**src/shared/pos_fault_pkg.sv**
```systemverilog
package pos_fault_pkg;
   localparam logic [11:0] off_control = 12'h000;
   localparam logic [11:0] off_status = 12'h004;
   localparam logic [11:0] off_irq_status = 12'h008;
   localparam logic [11:0] off_irq_mask = 12'h00c;
   localparam logic [11:0] off_upper_soft_bound_level = 12'h010;
   localparam logic [11:0] off_lower_soft_bound_level = 12'h014;
   localparam logic [11:0] off_tracking_error_limit = 12'h018;
   localparam logic [11:0] off_target_window_limit = 12'h01c;
   localparam logic [11:0] off_fault_ramp_time = 12'h020;
   localparam logic [11:0] off_brake_close_frequency = 12'h024;
   localparam logic [11:0] off_commanded_position = 12'h028;
   localparam logic [11:0] off_selected_target_position = 12'h02c;
   localparam logic [11:0] off_present_position = 12'h030;
   localparam logic [11:0] off_preset_position = 12'h034;
   localparam logic [11:0] off_homing_speed = 12'h038;
   localparam logic [11:0] off_homing_ramp = 12'h03c;
   localparam logic [11:0] off_output_level = 12'h040;
   // Control register bit positions.
   localparam int ctl_fault_stop_select = 0;
   localparam int ctl_upper_soft_bound_en = 1;
   localparam int ctl_lower_soft_bound_en = 2;
   localparam int ctl_soft_bound_function = 3;
   localparam int ctl_brake_enable = 4;
   localparam int ctl_homing_method_lo = 5;
   localparam int ctl_run = 7;
   // Interrupt / fault bit positions.
   localparam int ev_upper_hard = 0;
   localparam int ev_lower_hard = 1;
   localparam int ev_upper_soft = 2;
   localparam int ev_lower_soft = 3;
   localparam int ev_tracking = 4;
   localparam int ev_target = 5;
   localparam int ev_stop_done = 6;
   localparam int ev_home_done = 7;
   localparam int ev_width = 8;
   localparam logic [31:0] control_reset = 32'h0000_0000;
   localparam logic [31:0] ramp_time_reset = 32'h0000_0064;
   localparam logic [31:0] limit_reset = 32'h7fff_ffff;
   localparam logic [15:0] full_output = 16'hffff;
   localparam int homing_slow_percent = 20;

   typedef enum logic [2:0] {
      st_idle = 3'b000,
      st_run = 3'b001,
      st_ramp = 3'b010,
      st_stopped = 3'b011,
      st_home_fast = 3'b100,
      st_home_slow = 3'b101
   } stop_state_type;

   typedef struct packed {
      logic upper_hard;
      logic lower_hard;
      logic enc_a;
      logic enc_b;
      logic enc_index;
      logic run_home;
      logic home_switch;
   } field_in_type;

   typedef struct packed {
      logic gate_block;
      logic brake_close;
      logic [15:0] output_level;
      logic dir_reverse;
   } drive_out_type;

   function automatic logic [31:0] abs_diff(input logic [31:0] a, input logic [31:0] b);
      logic [31:0] d;
      d = a - b;
      return d[31] ? (32'h0000_0000 - d) : d;
   endfunction : abs_diff
endpackage : pos_fault_pkg

```
**src/design/position_fault_stop_logic.sv**
```systemverilog
// Design decisions made here: the address map and register access over APB.
`timescale 1ns/1ps
// How it works
// - A fault during position control stops per fault_stop_select: 0 coasts, 1 ramps down.
// - Coast blocks output at once and closes the brake in that same cycle when brake use is on.
// - Ramp stop lowers output by one step every fault_ramp_time cycles and then blocks output.
// - During a ramp stop with brake use on, the brake closes once output reaches brake_close_frequency.
// - Upper and lower hard bound switches and soft bound levels are watched as fault sources.
// - With upper_soft_bound_en at 0 the upper soft bound never faults.
// - With lower_soft_bound_en at 0 the lower soft bound never faults.
// - Soft bound levels are in user units and writable only while soft_bound_function is 1.
// - While running, commanded versus measured position beyond tracking_error_limit faults.
// - Target versus present position beyond target_window_limit raises a target error.
// - Encoder pulses update the present position, which software may overwrite.
// - Homing inputs move at the homing speed, then at homing_slow_percent of it on the home switch, and set the reference by the chosen method.
// - When homing ends the present position takes preset_position and the motor stops.
module position_fault_stop_logic
   import pos_fault_pkg::*;
(
   input wire logic pclk, // APB clock, 20 MHz.
   input wire logic presetn, // Asynchronous reset, active low.
   input wire logic ce, // Clock enable; freezes all state when low.
   input wire logic psel, // APB select.
   input wire logic penable, // APB enable.
   input wire logic pwrite, // APB direction.
   input wire logic [11:0] paddr, // APB byte address.
   input wire logic [31:0] pwdata, // APB write data.
   output logic [31:0] prdata, // APB read data.
   output logic pready, // APB ready.
   output logic pslverr, // APB error for unmapped address.
   input wire field_in_type field_in, // Switches, encoder and homing inputs.
   output drive_out_type drive_out, // Gate block, brake, output level, direction.
   output logic irq // Level interrupt.
);
   logic [31:0] control;
   logic [31:0] upper_soft_bound_level;
   logic [31:0] lower_soft_bound_level;
   logic [31:0] tracking_error_limit;
   logic [31:0] target_window_limit;
   logic [31:0] fault_ramp_time;
   logic [15:0] brake_close_frequency;
   logic [31:0] commanded_position;
   logic [31:0] selected_target_position;
   logic [31:0] preset_position;
   logic [15:0] homing_speed;
   logic [31:0] homing_ramp;
   logic [15:0] run_level;
   logic [ev_width-1:0] irq_status;
   logic [ev_width-1:0] irq_mask;
   logic [ev_width-1:0] fault_latch;
   logic [ev_width-1:0] events;
   logic [31:0] present_position;
   logic [31:0] ramp_count;
   logic [15:0] level;
   logic brake;
   logic blocked;
   logic dir_rev;
   logic home_prev;
   logic index_prev;
   logic pos_load;
   logic [31:0] pos_load_value;
   logic sw_pos_write;
   logic home_load;
   logic any_fault;
   logic wr;
   logic rd;
   logic addr_ok;
   logic running;
   stop_state_type state;
   stop_state_type next_state;

   assign wr = psel && penable && pwrite && ce;
   assign rd = psel && !pwrite;
   assign pready = 1'b1;
   assign running = control[ctl_run];

   always_comb begin
      unique case (paddr)
         off_control, off_status, off_irq_status, off_irq_mask,
         off_upper_soft_bound_level, off_lower_soft_bound_level,
         off_tracking_error_limit, off_target_window_limit, off_fault_ramp_time,
         off_brake_close_frequency, off_commanded_position,
         off_selected_target_position, off_present_position, off_preset_position,
         off_homing_speed, off_homing_ramp, off_output_level: addr_ok = 1'b1;
         default: addr_ok = 1'b0;
      endcase
   end
   assign pslverr = psel && penable && !addr_ok;

   // Configuration writes.
   always_ff @(posedge pclk or negedge presetn) begin
      if (!presetn) begin
         control <= control_reset;
         tracking_error_limit <= limit_reset;
         target_window_limit <= limit_reset;
         fault_ramp_time <= ramp_time_reset;
         brake_close_frequency <= 16'h0000;
         commanded_position <= 32'h0000_0000;
         selected_target_position <= 32'h0000_0000;
         preset_position <= 32'h0000_0000;
         homing_speed <= 16'h0000;
         homing_ramp <= ramp_time_reset;
         run_level <= 16'h0000;
         irq_mask <= '0;
      end else if (wr) begin
         unique case (paddr)
            off_control: control <= pwdata;
            off_irq_mask: irq_mask <= pwdata[ev_width-1:0];
            off_tracking_error_limit: tracking_error_limit <= pwdata;
            off_target_window_limit: target_window_limit <= pwdata;
            off_fault_ramp_time: fault_ramp_time <= pwdata;
            off_brake_close_frequency: brake_close_frequency <= pwdata[15:0];
            off_commanded_position: commanded_position <= pwdata;
            off_selected_target_position: selected_target_position <= pwdata;
            off_preset_position: preset_position <= pwdata;
            off_homing_speed: homing_speed <= pwdata[15:0];
            off_homing_ramp: homing_ramp <= pwdata;
            off_output_level: run_level <= pwdata[15:0];
            default: control <= control;
         endcase
      end
   end

   // Soft bound levels accept writes only with the soft bound function on.
   always_ff @(posedge pclk or negedge presetn) begin
      if (!presetn) begin
         upper_soft_bound_level <= limit_reset;
         lower_soft_bound_level <= 32'h8000_0000;
      end else if (wr && control[ctl_soft_bound_function]) begin
         if (paddr == off_upper_soft_bound_level) begin
            upper_soft_bound_level <= pwdata;
         end
         if (paddr == off_lower_soft_bound_level) begin
            lower_soft_bound_level <= pwdata;
         end
      end
   end

   // Fault sources; soft bounds compare signed user-unit positions.
   always_comb begin
      events = '0;
      events[ev_upper_hard] = field_in.upper_hard;
      events[ev_lower_hard] = field_in.lower_hard;
      events[ev_upper_soft] = control[ctl_upper_soft_bound_en] &&
         ($signed(present_position) > $signed(upper_soft_bound_level));
      events[ev_lower_soft] = control[ctl_lower_soft_bound_en] &&
         ($signed(present_position) < $signed(lower_soft_bound_level));
      events[ev_tracking] = running &&
         (abs_diff(commanded_position, present_position) > tracking_error_limit);
      events[ev_target] =
         abs_diff(selected_target_position, present_position) > target_window_limit;
      events[ev_stop_done] = (state == st_ramp) && (level == 16'h0000);
      events[ev_home_done] = home_load;
   end
   // Target error is reported but does not itself stop the drive.
   assign any_fault = |events[ev_tracking:ev_upper_hard] && !events[ev_target] ||
      |events[ev_lower_soft:ev_upper_hard] || events[ev_tracking];

   // Sticky status; a new event wins over a write-one clear in the same cycle.
   always_ff @(posedge pclk or negedge presetn) begin
      if (!presetn) begin
         irq_status <= '0;
      end else if (ce) begin
         irq_status <= (irq_status & ~((wr && paddr == off_irq_status) ?
            pwdata[ev_width-1:0] : '0)) | events;
      end
   end
   assign irq = |(irq_status & irq_mask);

   // Stop sequence state machine.
   always_comb begin
      next_state = state;
      unique case (state)
         st_idle: begin
            if (field_in.run_home) begin
               next_state = st_home_fast;
            end else if (running) begin
               next_state = st_run;
            end
         end
         st_run: begin
            if (any_fault) begin
               next_state = control[ctl_fault_stop_select] ? st_ramp : st_stopped;
            end else if (!running) begin
               next_state = st_idle;
            end
         end
         st_ramp: if (level == 16'h0000) next_state = st_stopped;
         st_stopped: if (!running && !field_in.run_home) next_state = st_idle;
         st_home_fast: if (field_in.home_switch) next_state = st_home_slow;
         st_home_slow: if (home_load) next_state = st_stopped;
         default: next_state = st_idle;
      endcase
   end

   // Home completes when the home switch releases: at the next index pulse for
   // the index methods, at once otherwise.
   always_ff @(posedge pclk or negedge presetn) begin
      if (!presetn) begin
         home_prev <= 1'b0;
         index_prev <= 1'b0;
         home_load <= 1'b0;
      end else if (ce) begin
         home_prev <= field_in.home_switch;
         index_prev <= field_in.enc_index;
         home_load <= 1'b0;
         if (state == st_home_slow && !field_in.home_switch && !home_load) begin
            if (control[ctl_homing_method_lo] == 1'b1) begin
               home_load <= home_prev;
            end else begin
               home_load <= field_in.enc_index && !index_prev;
            end
         end
      end
   end

   assign sw_pos_write = wr && paddr == off_present_position;
   assign pos_load = sw_pos_write || home_load;
   assign pos_load_value = home_load ? preset_position : pwdata;

   quad_counter counter (
      .pclk(pclk),
      .presetn(presetn),
      .ce(ce),
      .enc_a(field_in.enc_a),
      .enc_b(field_in.enc_b),
      .load(pos_load),
      .load_value(pos_load_value),
      .position(present_position)
   );

   // First fault latch held until the stopped state returns to idle.
   always_ff @(posedge pclk or negedge presetn) begin
      if (!presetn) begin
         fault_latch <= '0;
      end else if (ce) begin
         if (state == st_run && any_fault) begin
            fault_latch <= events;
         end else if (state == st_stopped && next_state == st_idle) begin
            fault_latch <= '0;
         end
      end
   end

   always_ff @(posedge pclk or negedge presetn) begin
      if (!presetn) begin
         state <= st_idle;
      end else if (ce) begin
         state <= next_state;
      end
   end

   // Output level, ramp, gate block and brake.
   always_ff @(posedge pclk or negedge presetn) begin
      if (!presetn) begin
         level <= 16'h0000;
         ramp_count <= 32'h0000_0000;
         blocked <= 1'b1;
         brake <= 1'b1;
         dir_rev <= 1'b0;
      end else if (ce) begin
         unique case (next_state)
            st_run: begin
               level <= run_level;
               blocked <= 1'b0;
               brake <= 1'b0;
            end
            st_ramp: begin
               blocked <= 1'b0;
               if (ramp_count + 32'h0000_0001 >= fault_ramp_time) begin
                  ramp_count <= 32'h0000_0000;
                  level <= (level == 16'h0000) ? level : level - 16'h0001;
               end else begin
                  ramp_count <= ramp_count + 32'h0000_0001;
               end
               if (control[ctl_brake_enable] && level <= brake_close_frequency) begin
                  brake <= 1'b1;
               end
            end
            st_stopped: begin
               level <= 16'h0000;
               blocked <= 1'b1;
               brake <= control[ctl_brake_enable] ? 1'b1 : brake;
            end
            st_home_fast: begin
               level <= homing_speed;
               blocked <= 1'b0;
               brake <= 1'b0;
               dir_rev <= !control[ctl_homing_method_lo+1];
            end
            st_home_slow: begin
               level <= 16'((32'(homing_speed) * homing_slow_percent) / 100);
               // Reverse methods turn round at the home switch; forward ones keep going.
               dir_rev <= 1'b0;
            end
            default: begin
               level <= 16'h0000;
               blocked <= 1'b1;
            end
         endcase
      end
   end

   assign drive_out.gate_block = blocked;
   assign drive_out.brake_close = brake;
   assign drive_out.output_level = level;
   assign drive_out.dir_reverse = dir_rev;

   always_ff @(posedge pclk or negedge presetn) begin
      if (!presetn) begin
         prdata <= 32'h0000_0000;
      end else if (ce && rd && !penable) begin
         unique case (paddr)
            off_control: prdata <= control;
            off_status: prdata <= {21'h0, state, fault_latch};
            off_irq_status: prdata <= {24'h0, irq_status};
            off_irq_mask: prdata <= {24'h0, irq_mask};
            off_upper_soft_bound_level: prdata <= upper_soft_bound_level;
            off_lower_soft_bound_level: prdata <= lower_soft_bound_level;
            off_tracking_error_limit: prdata <= tracking_error_limit;
            off_target_window_limit: prdata <= target_window_limit;
            off_fault_ramp_time: prdata <= fault_ramp_time;
            off_brake_close_frequency: prdata <= {16'h0, brake_close_frequency};
            off_commanded_position: prdata <= commanded_position;
            off_selected_target_position: prdata <= selected_target_position;
            off_present_position: prdata <= present_position;
            off_preset_position: prdata <= preset_position;
            off_homing_speed: prdata <= {16'h0, homing_speed};
            off_homing_ramp: prdata <= homing_ramp;
            off_output_level: prdata <= {16'h0, level};
            default: prdata <= 32'h0000_0000;
         endcase
      end
   end

   a_coast_blocks_now: assert property (@(posedge pclk) disable iff (!presetn)
      (ce && state == st_run && any_fault && !control[ctl_fault_stop_select])
      |=> blocked) else $error("Coast did not block.");
   a_coast_brake_same: assert property (@(posedge pclk) disable iff (!presetn)
      (ce && state == st_run && any_fault && !control[ctl_fault_stop_select]
      && control[ctl_brake_enable]) |=> brake && blocked) else $error("Brake late.");
   a_ramp_enters: assert property (@(posedge pclk) disable iff (!presetn)
      (ce && state == st_run && any_fault && control[ctl_fault_stop_select])
      |=> state == st_ramp) else $error("Ramp stop not taken.");
   a_ramp_not_blocked: assert property (@(posedge pclk) disable iff (!presetn)
      (state == st_ramp && level != 16'h0000) |-> !blocked) else $error("Ramp blocked.");
   a_upper_soft_off: assert property (@(posedge pclk) disable iff (!presetn)
      !control[ctl_upper_soft_bound_en] |-> !events[ev_upper_soft]) else $error("Upper soft.");
   a_lower_soft_off: assert property (@(posedge pclk) disable iff (!presetn)
      !control[ctl_lower_soft_bound_en] |-> !events[ev_lower_soft]) else $error("Lower soft.");
   a_soft_level_locked: assert property (@(posedge pclk) disable iff (!presetn)
      !control[ctl_soft_bound_function] |=> $stable(upper_soft_bound_level))
      else $error("Soft level changed.");
   a_tracking_idle: assert property (@(posedge pclk) disable iff (!presetn)
      !running |-> !events[ev_tracking]) else $error("Tracking fault idle.");
   a_home_stops: assert property (@(posedge pclk) disable iff (!presetn)
      (ce && home_load) |=> state == st_stopped) else $error("Home not stopped.");
endmodule : position_fault_stop_logic

```
**src/design/quad_counter.sv**
```systemverilog
`timescale 1ns/1ps
module quad_counter
   import pos_fault_pkg::*;
(
   input wire logic pclk, // Clock.
   input wire logic presetn, // Asynchronous reset, active low.
   input wire logic ce, // Clock enable.
   input wire logic enc_a, // Encoder channel A.
   input wire logic enc_b, // Encoder channel B.
   input wire logic load, // Load position pulse.
   input wire logic [31:0] load_value, // Value to load.
   output logic [31:0] position // Present position.
);
   logic [1:0] prev_ab;
   logic [1:0] ab;

   assign ab = {enc_a, enc_b};

   // Four-times decoding: each legal edge of either channel counts one.
   always_ff @(posedge pclk or negedge presetn) begin
      if (!presetn) begin
         prev_ab <= 2'h0;
         position <= 32'h0000_0000;
      end else if (ce) begin
         prev_ab <= ab;
         if (load) begin
            position <= load_value;
         end else if ((prev_ab ^ ab) == 2'h3 || ab == prev_ab) begin
            position <= position;
         end else if ((prev_ab[1] ^ ab[0]) == 1'b1) begin
            position <= position + 32'h0000_0001;
         end else begin
            position <= position - 32'h0000_0001;
         end
      end
   end

   a_load_takes_value: assert property (@(posedge pclk) disable iff (!presetn)
      (ce && load) |=> position == $past(load_value)) else $error("Position load lost.");
endmodule : quad_counter

```
**config.mk**
```make
export PLATFORM = sky130hd
export DESIGN_NAME = position_fault_stop_logic
export DESIGN_NICKNAME = d
export VERILOG_FILES = /design/src/shared/pos_fault_pkg.sv /design/src/design/position_fault_stop_logic.sv /design/src/design/quad_counter.sv
export SDC_FILE = /design/constraint.sdc
export NUM_CORES = 2
export LEC_CHECK = 0
export BUFFER_PORTS_ARGS = -buffer_cell sky130_fd_sc_hd__clkbuf_2
export CAP_MARGIN = 30
export CORE_MARGIN = 2
export CORE_UTILIZATION = 64
export DETAILED_ROUTE_END_ITERATION = 8
export HOLD_SLACK_MARGIN = 0.06
export PLACE_DENSITY = 0.89
export SLEW_MARGIN = 25
export SYNTH_ARGS = -nofsm -noshare
export SYNTH_HDL_FRONTEND = slang
export SYNTH_SLANG_ARGS = --single-unit
```
**constraint.sdc**
```tcl
create_clock -name pclk -period 14.65 [get_ports pclk]
set_input_delay 1.465 -clock pclk [delete_from_list [all_inputs] [get_ports pclk]]
set_output_delay 1.465 -clock pclk [all_outputs]
set_load 0.03 [all_outputs]
```
# Word-level counts from Yosys, hierarchy flattened
# Index checks and enable logic that the tools add are counted.
dict set report word_totals {
  register_bits 515
  latchBits 0
  ram_bits 0
  mem_bits_ro 0
  in_bits 57
  output_inout_bits 54
  word_cells 186
  memories 0
}
dict set report classes {
  add_sub_neg 8
  multipliers 1
  n_div 1
  n_lt_le_gt_ge 6
  n_eq_ne 33
  shifts 0
  mux 32
  bitwise_logic 7
  reduce_logical 70
}
# operator n
set op_table {}
lappend op_table {{$pmux 32 s17} 1}
lappend op_table {{$mux 32} 7}
lappend op_table {{$eq 12x6->1 const B} 8}
lappend op_table {{$gt 32x32->1} 3}
lappend op_table {{$add 32x1->32 const B} 2}
lappend op_table {{$pmux 16 s4} 1}
lappend op_table {{$sub 1x32->32 const A} 2}
lappend op_table {{$sub 32x32->32} 2}
lappend op_table {{$eq 12x5->1 const B} 4}
lappend op_table {{$reduce_and 2->1} 19}
lappend op_table {{$div 21x7->32 const B} 1}
lappend op_table {{$ge 32x32->1} 1}
lappend op_table {{$lt 32x32->1} 1}
lappend op_table {{$mux 16} 2}
lappend op_table {{$sub 32x1->32 const B} 1}
lappend op_table {{$eq 12x4->1 const B} 2}
lappend op_table {{$mux 3} 8}
lappend op_table {{$mux 8} 3}
lappend op_table {{$logic_and 1x1->1} 22}
lappend op_table {{$mul 16x3->19 const B} 1}
lappend op_table {{$pmux 3 s6} 1}
lappend op_table {{$reduce_or 17->1} 1}
lappend op_table {{$and 8x8->8} 2}
lappend op_table {{$le 16x16->1} 1}
lappend op_table {{other kinds (32)} 62}

# Longest topological paths before layout
dict set report depth {
  ltp_word 15
  depth_mapped 63
  mapped_depth_nobuf 60
}

# Modules after synthesis
# Synthesis repeated with hierarchy kept, for this count alone.
dict set report hier_totals {
  hier_cells 4258
  area_unflattened_um2 38112.8
}
# module n_inst cells_each area_each_um2 seq_area_each_um2
set modules_own_cells {}
lappend modules_own_cells {position_fault_stop_logic 1 3754 34331.7 12164.2}
lappend modules_own_cells {quad_counter 1 504 3781.1 850.8}

# Least setup slack after synthesis
# Ideal clock, no wire load.
dict set report synth_path {
  path_kind {register to register}
  from {register homing_speed[3]}
  to {register level[0]}
  setup_ps 126
  t_arrival_ps 9970
  required_ps 14524
  setup_slack_ps 4554
  stages_incl_launch_ff 41
  n_path_buf 2
  synth_period_minus_slack_ps 10096
  cell_sequence {dfrtp_1 -> ha_1 -> ha_1 -> fa_1 -> a21o_1 -> a21boi_2 -> nor3_1 -> or3_1 -> and2_1 -> buf_6 -> a2111o_1 -> and2_1 -> buf_6 -> o2111a_1 -> or2_1 -> mux2_4 -> mux2_1 -> a31oi_4 -> [5 not listed] -> o21ai_4 -> mux2_4 -> and4_1 -> nand4b_2 -> a31oi_4 -> mux2i_2 -> nand3_2 -> a31oi_2 -> xor2_1 -> o32ai_1 -> o211ai_4 -> maj3_2 -> o211a_1 -> a41oi_1 -> a2bb2oi_1 -> o22ai_1 -> mux2i_1 -> a221o_1}
}
dict set report synth_between {
  elab_chain_len 3
}
# item line_no
set synth_rtl {}
lappend synth_rtl {{from (decl)} position_fault_stop_logic.sv:45} ;# logic [15:0] homing_speed;
lappend synth_rtl {{from (signal assigned)} position_fault_stop_logic.sv:116} ;# off_homing_speed: homing_speed <= pwdata[15:0];
lappend synth_rtl {{$mul 16x3->19} position_fault_stop_logic.sv:292} ;# level <= 16'((32'(homing_speed) * homing_slow_percent) / 100);
lappend synth_rtl {{$div 21x7->32} position_fault_stop_logic.sv:292}
lappend synth_rtl {{$pmux 16 s4} position_fault_stop_logic.sv:262} ;# unique case (next_state)
lappend synth_rtl {{to (signal assigned)} position_fault_stop_logic.sv:264} ;# level <= run_level;
lappend synth_rtl {{to (signal assigned)} position_fault_stop_logic.sv:272} ;# level <= (level == 16'h0000) ? level : level - 16'h0001;
lappend synth_rtl {{to (signal assigned)} position_fault_stop_logic.sv:292}
lappend synth_rtl {{to (decl)} position_fault_stop_logic.sv:54} ;# logic [15:0] level;
# Every way passes these cells.
# A chain may end at the register's enable or synchronous reset.

# Final worst setup path
dict set report layout_path {
  from {register counter.position[1]}
  to {register level[0]}
}
dict set report layout_between {
  elab_chain_len 14
  word_cells_on_any_way 29
  classes_between {4 x add/sub; 4 x order compare; 6 x eq/ne; 5 x mux; 10 x reduce/logical}
}
# item line_no
set layout_rtl {}
lappend layout_rtl {{from (decl)} quad_counter.sv:12} ;# output logic [31:0] position
lappend layout_rtl {{from (signal assigned)} quad_counter.sv:27} ;# position <= load_value;
lappend layout_rtl {{from (signal assigned)} quad_counter.sv:29} ;# position <= position;
lappend layout_rtl {{from (signal assigned)} quad_counter.sv:31} ;# position <= position + 32'h0000_0001;
lappend layout_rtl {{$sub 32x32->32} pos_fault_pkg.sv:71} ;# d = a - b;
lappend layout_rtl {{$sub 1x32->32} pos_fault_pkg.sv:72} ;# return d[31] ? (32'h0000_0000 - d) : d;
lappend layout_rtl {{$mux 32} pos_fault_pkg.sv:72}
lappend layout_rtl {{$gt 32x32->1} position_fault_stop_logic.sv:149} ;# (abs_diff(commanded_position, present_position) > tracking_error_limit);
lappend layout_rtl {{$logic_and 1x1->1} position_fault_stop_logic.sv:148} ;# events[ev_tracking] = running &&
lappend layout_rtl {{$reduce_or 5->1} position_fault_stop_logic.sv:156} ;# assign any_fault = |events[ev_tracking:ev_upper_hard] && !events[ev_target] ||
lappend layout_rtl {{$logic_and 1x1->1} position_fault_stop_logic.sv:156}
lappend layout_rtl {{$logic_or 1x1->1} position_fault_stop_logic.sv:156}
lappend layout_rtl {{$logic_or 1x1->1 *} position_fault_stop_logic.sv:157} ;# |events[ev_lower_soft:ev_upper_hard] || events[ev_tracking];
lappend layout_rtl {{$mux 3 *} position_fault_stop_logic.sv:182} ;# if (any_fault) begin
lappend layout_rtl {{$pmux 3 s6 *} position_fault_stop_logic.sv:173} ;# unique case (state)
lappend layout_rtl {{$eq 3x2->1} position_fault_stop_logic.sv:262}
lappend layout_rtl {{$ne 2x2->1 (no line)} n/a}
lappend layout_rtl {{$reduce_and 3->1 (no line)} n/a}
lappend layout_rtl {{to (signal assigned)} position_fault_stop_logic.sv:264}
lappend layout_rtl {{to (signal assigned)} position_fault_stop_logic.sv:272}
lappend layout_rtl {{to (signal assigned)} position_fault_stop_logic.sv:286} ;# level <= homing_speed;
# Mark *: on every way between the ends. The rest lies on a longest branch, timed or not.

==> run_results.csv <==
group,metric,value,unit
synth,synth_ff_type,"dfrtp_1",
grt,grt_pass1_vias,32401,
grt,busiest_layer,"met2",
pwr,pwr-share-clk,0.261,
place,dp.final_hpwl,85500,µm
pwr,p_comb_frac,0.432,
setup_path,critPathLaunchType,"flop",
timing,finClkSkew,0.0237,ns
grt,grt_max_degree,110,
pwr,seq_power_share,0.306,
setup_path,critPathMaxFanout,33,
place,place_congestion,0.987,
setup_path,crit_type,"flop to flop",
timing,fin_tns_setup,0,ns
timing,fin_crit,12.78,ns
die,num_rows,87,
die,die_area,0.0596,mm²
clock_tree,cts_hold_buf,0,
clock_tree,clk_root_buffer_cell,"clkbuf_16",
setup_path,cp-end-kind,"flop",
clock_tree,insertion_delay,0.63,ns
grt,met1_usage,0.543,
synth,ys_types,118,
die,start_util,0.650,
place,portBuffers,109,
layout,fin_area,0.0400,mm²
synth,yosysTopAreaCell,"dfrtp_1",
routing,drt_pass1_iterations,8,
synth,syn_nets,4412,
clock_tree,clk_pin_slew_worst_paths,0.06,ns
synth,synth_top_area_share,0.280,
timing,slew_headroom,0.297,
grt,grt_usage,0.404,
timing,fin_crit_sh,0.872,
layout,drive_gt1_frac,0.172,
pwr,total_leakage_power,0.0193,µW
setup_path,crit_top_cell,"o21ai_0",
synth,ys_seq_elements,515,
grt,met2_usage,0.584,
grt,grt_pass1_wl,187000,µm
layout,syn_to_final_growth,8.49,%
timing,setup_viol,0,
pwr,switching_power,2180,µW
clock_tree,postCtsSetupBuffers,0,
synth,ys_seq_area_frac,0.353,
clock_tree,cts_inserted_buffers,53,
pwr,power,5410,µW
run_status,status,"finished, final reports clean",
pwr,sw_frac_of_total,0.403,
die,core_region_area,0.0567,mm²
clock_tree,cts_num_sinks,515,
synth,synth_edf_count,0,
clock_tree,clockBufferDepth,3,
routing,drt_wl_total,123000,µm
timing,fmaxAchievable,78.2,MHz
layout,final_common_cell,"nand2_1",
grt,antenna_found_initial,6,
synth,synthTopCellsByArea,"dfrtp_1 (28%), ha_1 (10%), mux2_2 (7.6%)",
timing,tightest_slew,1.05,ns
clock_tree,tritoncts,"built",
setup_path,cp.arrival,13.29,ns
layout,most-common-layout-cells,"nand2_1 (419), dfrtp_1 (412), o21ai_0 (401), inv_1 (301), ha_1 (299)",
synth,syn_area,0.0369,mm²
synth,synth_warnings,0,
hold_path,min_path_type,"flop to flop",
clock_tree,cts_resized,0,
pwr,power.density,135,mW/mm²
run,cap_violations,0,
die,die_x,244,µm
timing,hold_violations,0,
clock_tree,cts.htree.levels,2,
timing,rsz0062_at_grt,"no",
die,die_h,244,µm
setup_path,slowest_delay,0.79,ns
synth,syn_inst,4052,
place,placed_area,0.0381,mm²
grt,grt_overflow,0,
layout,fin_nets,4426,
grt,grtUsageMet3,0.133,
routing,initialDrtViolationCount,4645,
timing,holdWs,0.469,ns
die,io_pins,111,
pwr,p_int,3230,µW
synth,async_flop_share,1.00,
routing,vias_per_cell,6.91,
routing,drc,0,
routing,detail-route-antenna-nets,0,
routing,vias,33671,
synth,syn-mean-instance-area,9.10,µm²
setup_path,critical_path_required,15.16,ns
setup_path,reg2reg_setup_slack,1.87,ns
routing,drt-wirelength-per-cell,25.2,µm
pwr,peakVddDrop,147,µV
setup_path,cpMaxStageDelayCell,"o21ai_4",
timing,maxSlewViolCount,0,
-- path summary, 6_finish.rpt --
check                                    start  depth (start not counted)                       to
setup / recovery           counter.position[1]                         58                 level[0]
hold / removal                       prdata[2]                          2                prdata[2]
setup reg to reg           counter.position[1]                         58                 level[0]
hold reg to reg                      prdata[2]                          2                prdata[2]
max in group asynchronous              presetn                          4  target_window_limit[13]
min in group asynchronous              presetn                          1           ramp_count[20]
-- routing by layer --
metal / part of all wire / vias up
met5: 0.00051 / -
li1: - / 14595
met3: 0.15 / 619
met2: 0.41 / 2401
met4: 0.062 / 10
met1: 0.38 / 16046
-- through the flow --
stage                     utilization  cells  worst slack, ns
final                           0.705   4871             1.87
after global routing            0.705   4869            0.679
after CTS                       0.703   4862             2.25
after detailed placement        0.672   4762             2.36
after global placement          0.670   4759             2.10
after floorplan                     -   4052             4.55
-- critical path: cells and delay by family (launching register included) --
family	cells	cell delay [ns]
AOI/OAI and AO/OA	44	8.99
adders and majority gates	2	0.59
DFF	1	0.44
xor gates and xnor gates	1	0.61
and+or+nand+nor	10	1.79
buffers and inverters	1	0.23
-- cells by family after synthesis --
group,Yosys count,share of synthesized area
AND/OR/NAND/NOR,1065,0.137
buffers and inverters,505,0.0542
adder cells (fa/ha/maj),306,0.105
XOR/XNOR,193,0.0468
flip-flops,515,0.353
multiplexers,320,0.0960
AO/OA/AOI/OAI,1147,0.209
other,1,0.000102
-- Yosys cell counts, types with 48 or more instances --
library cell	count
clkbuf_1	160
nand3_1	57
mux2_2	250
xnor2_1	145
a22oi_1	87
nand2b_1	81
nand2_1	423
a221oi_1	67
a22o_1	48
nor2_1	212
mux2i_1	64
o21ai_0	401
ha_1	299
dfstp_2	102
a21oi_1	183
inv_1	301
dfrtp_1	413
nand4_1	59
a21o_1	63
-- power groups by stage --
| stage | registers (µW) | logic (µW) | clock network, µW |
|---|---|---|---|
| floorplan | 1640 | 1730 | 0 |
| global placement | 1670 | 2160 | 0 |
| detailed placement | 1670 | 2230 | 0 |
| CTS | 1650 | 2270 | 1410 |
| global route | 1660 | 2560 | 1460 |
| finish | 1660 | 2340 | 1410 |
-- area by class of cell --
cell class	count	area [µm²]
multi-input combinational	3032	22000
fill	3997	16700
sequential	515	13000
clock buffer	82	1580
inverter	301	1130
timing repair buffer	163	1070
tap	756	946
clock inverter	18	204
antenna	4	10.0
Note: power is estimated with default switching activity, not from simulation.
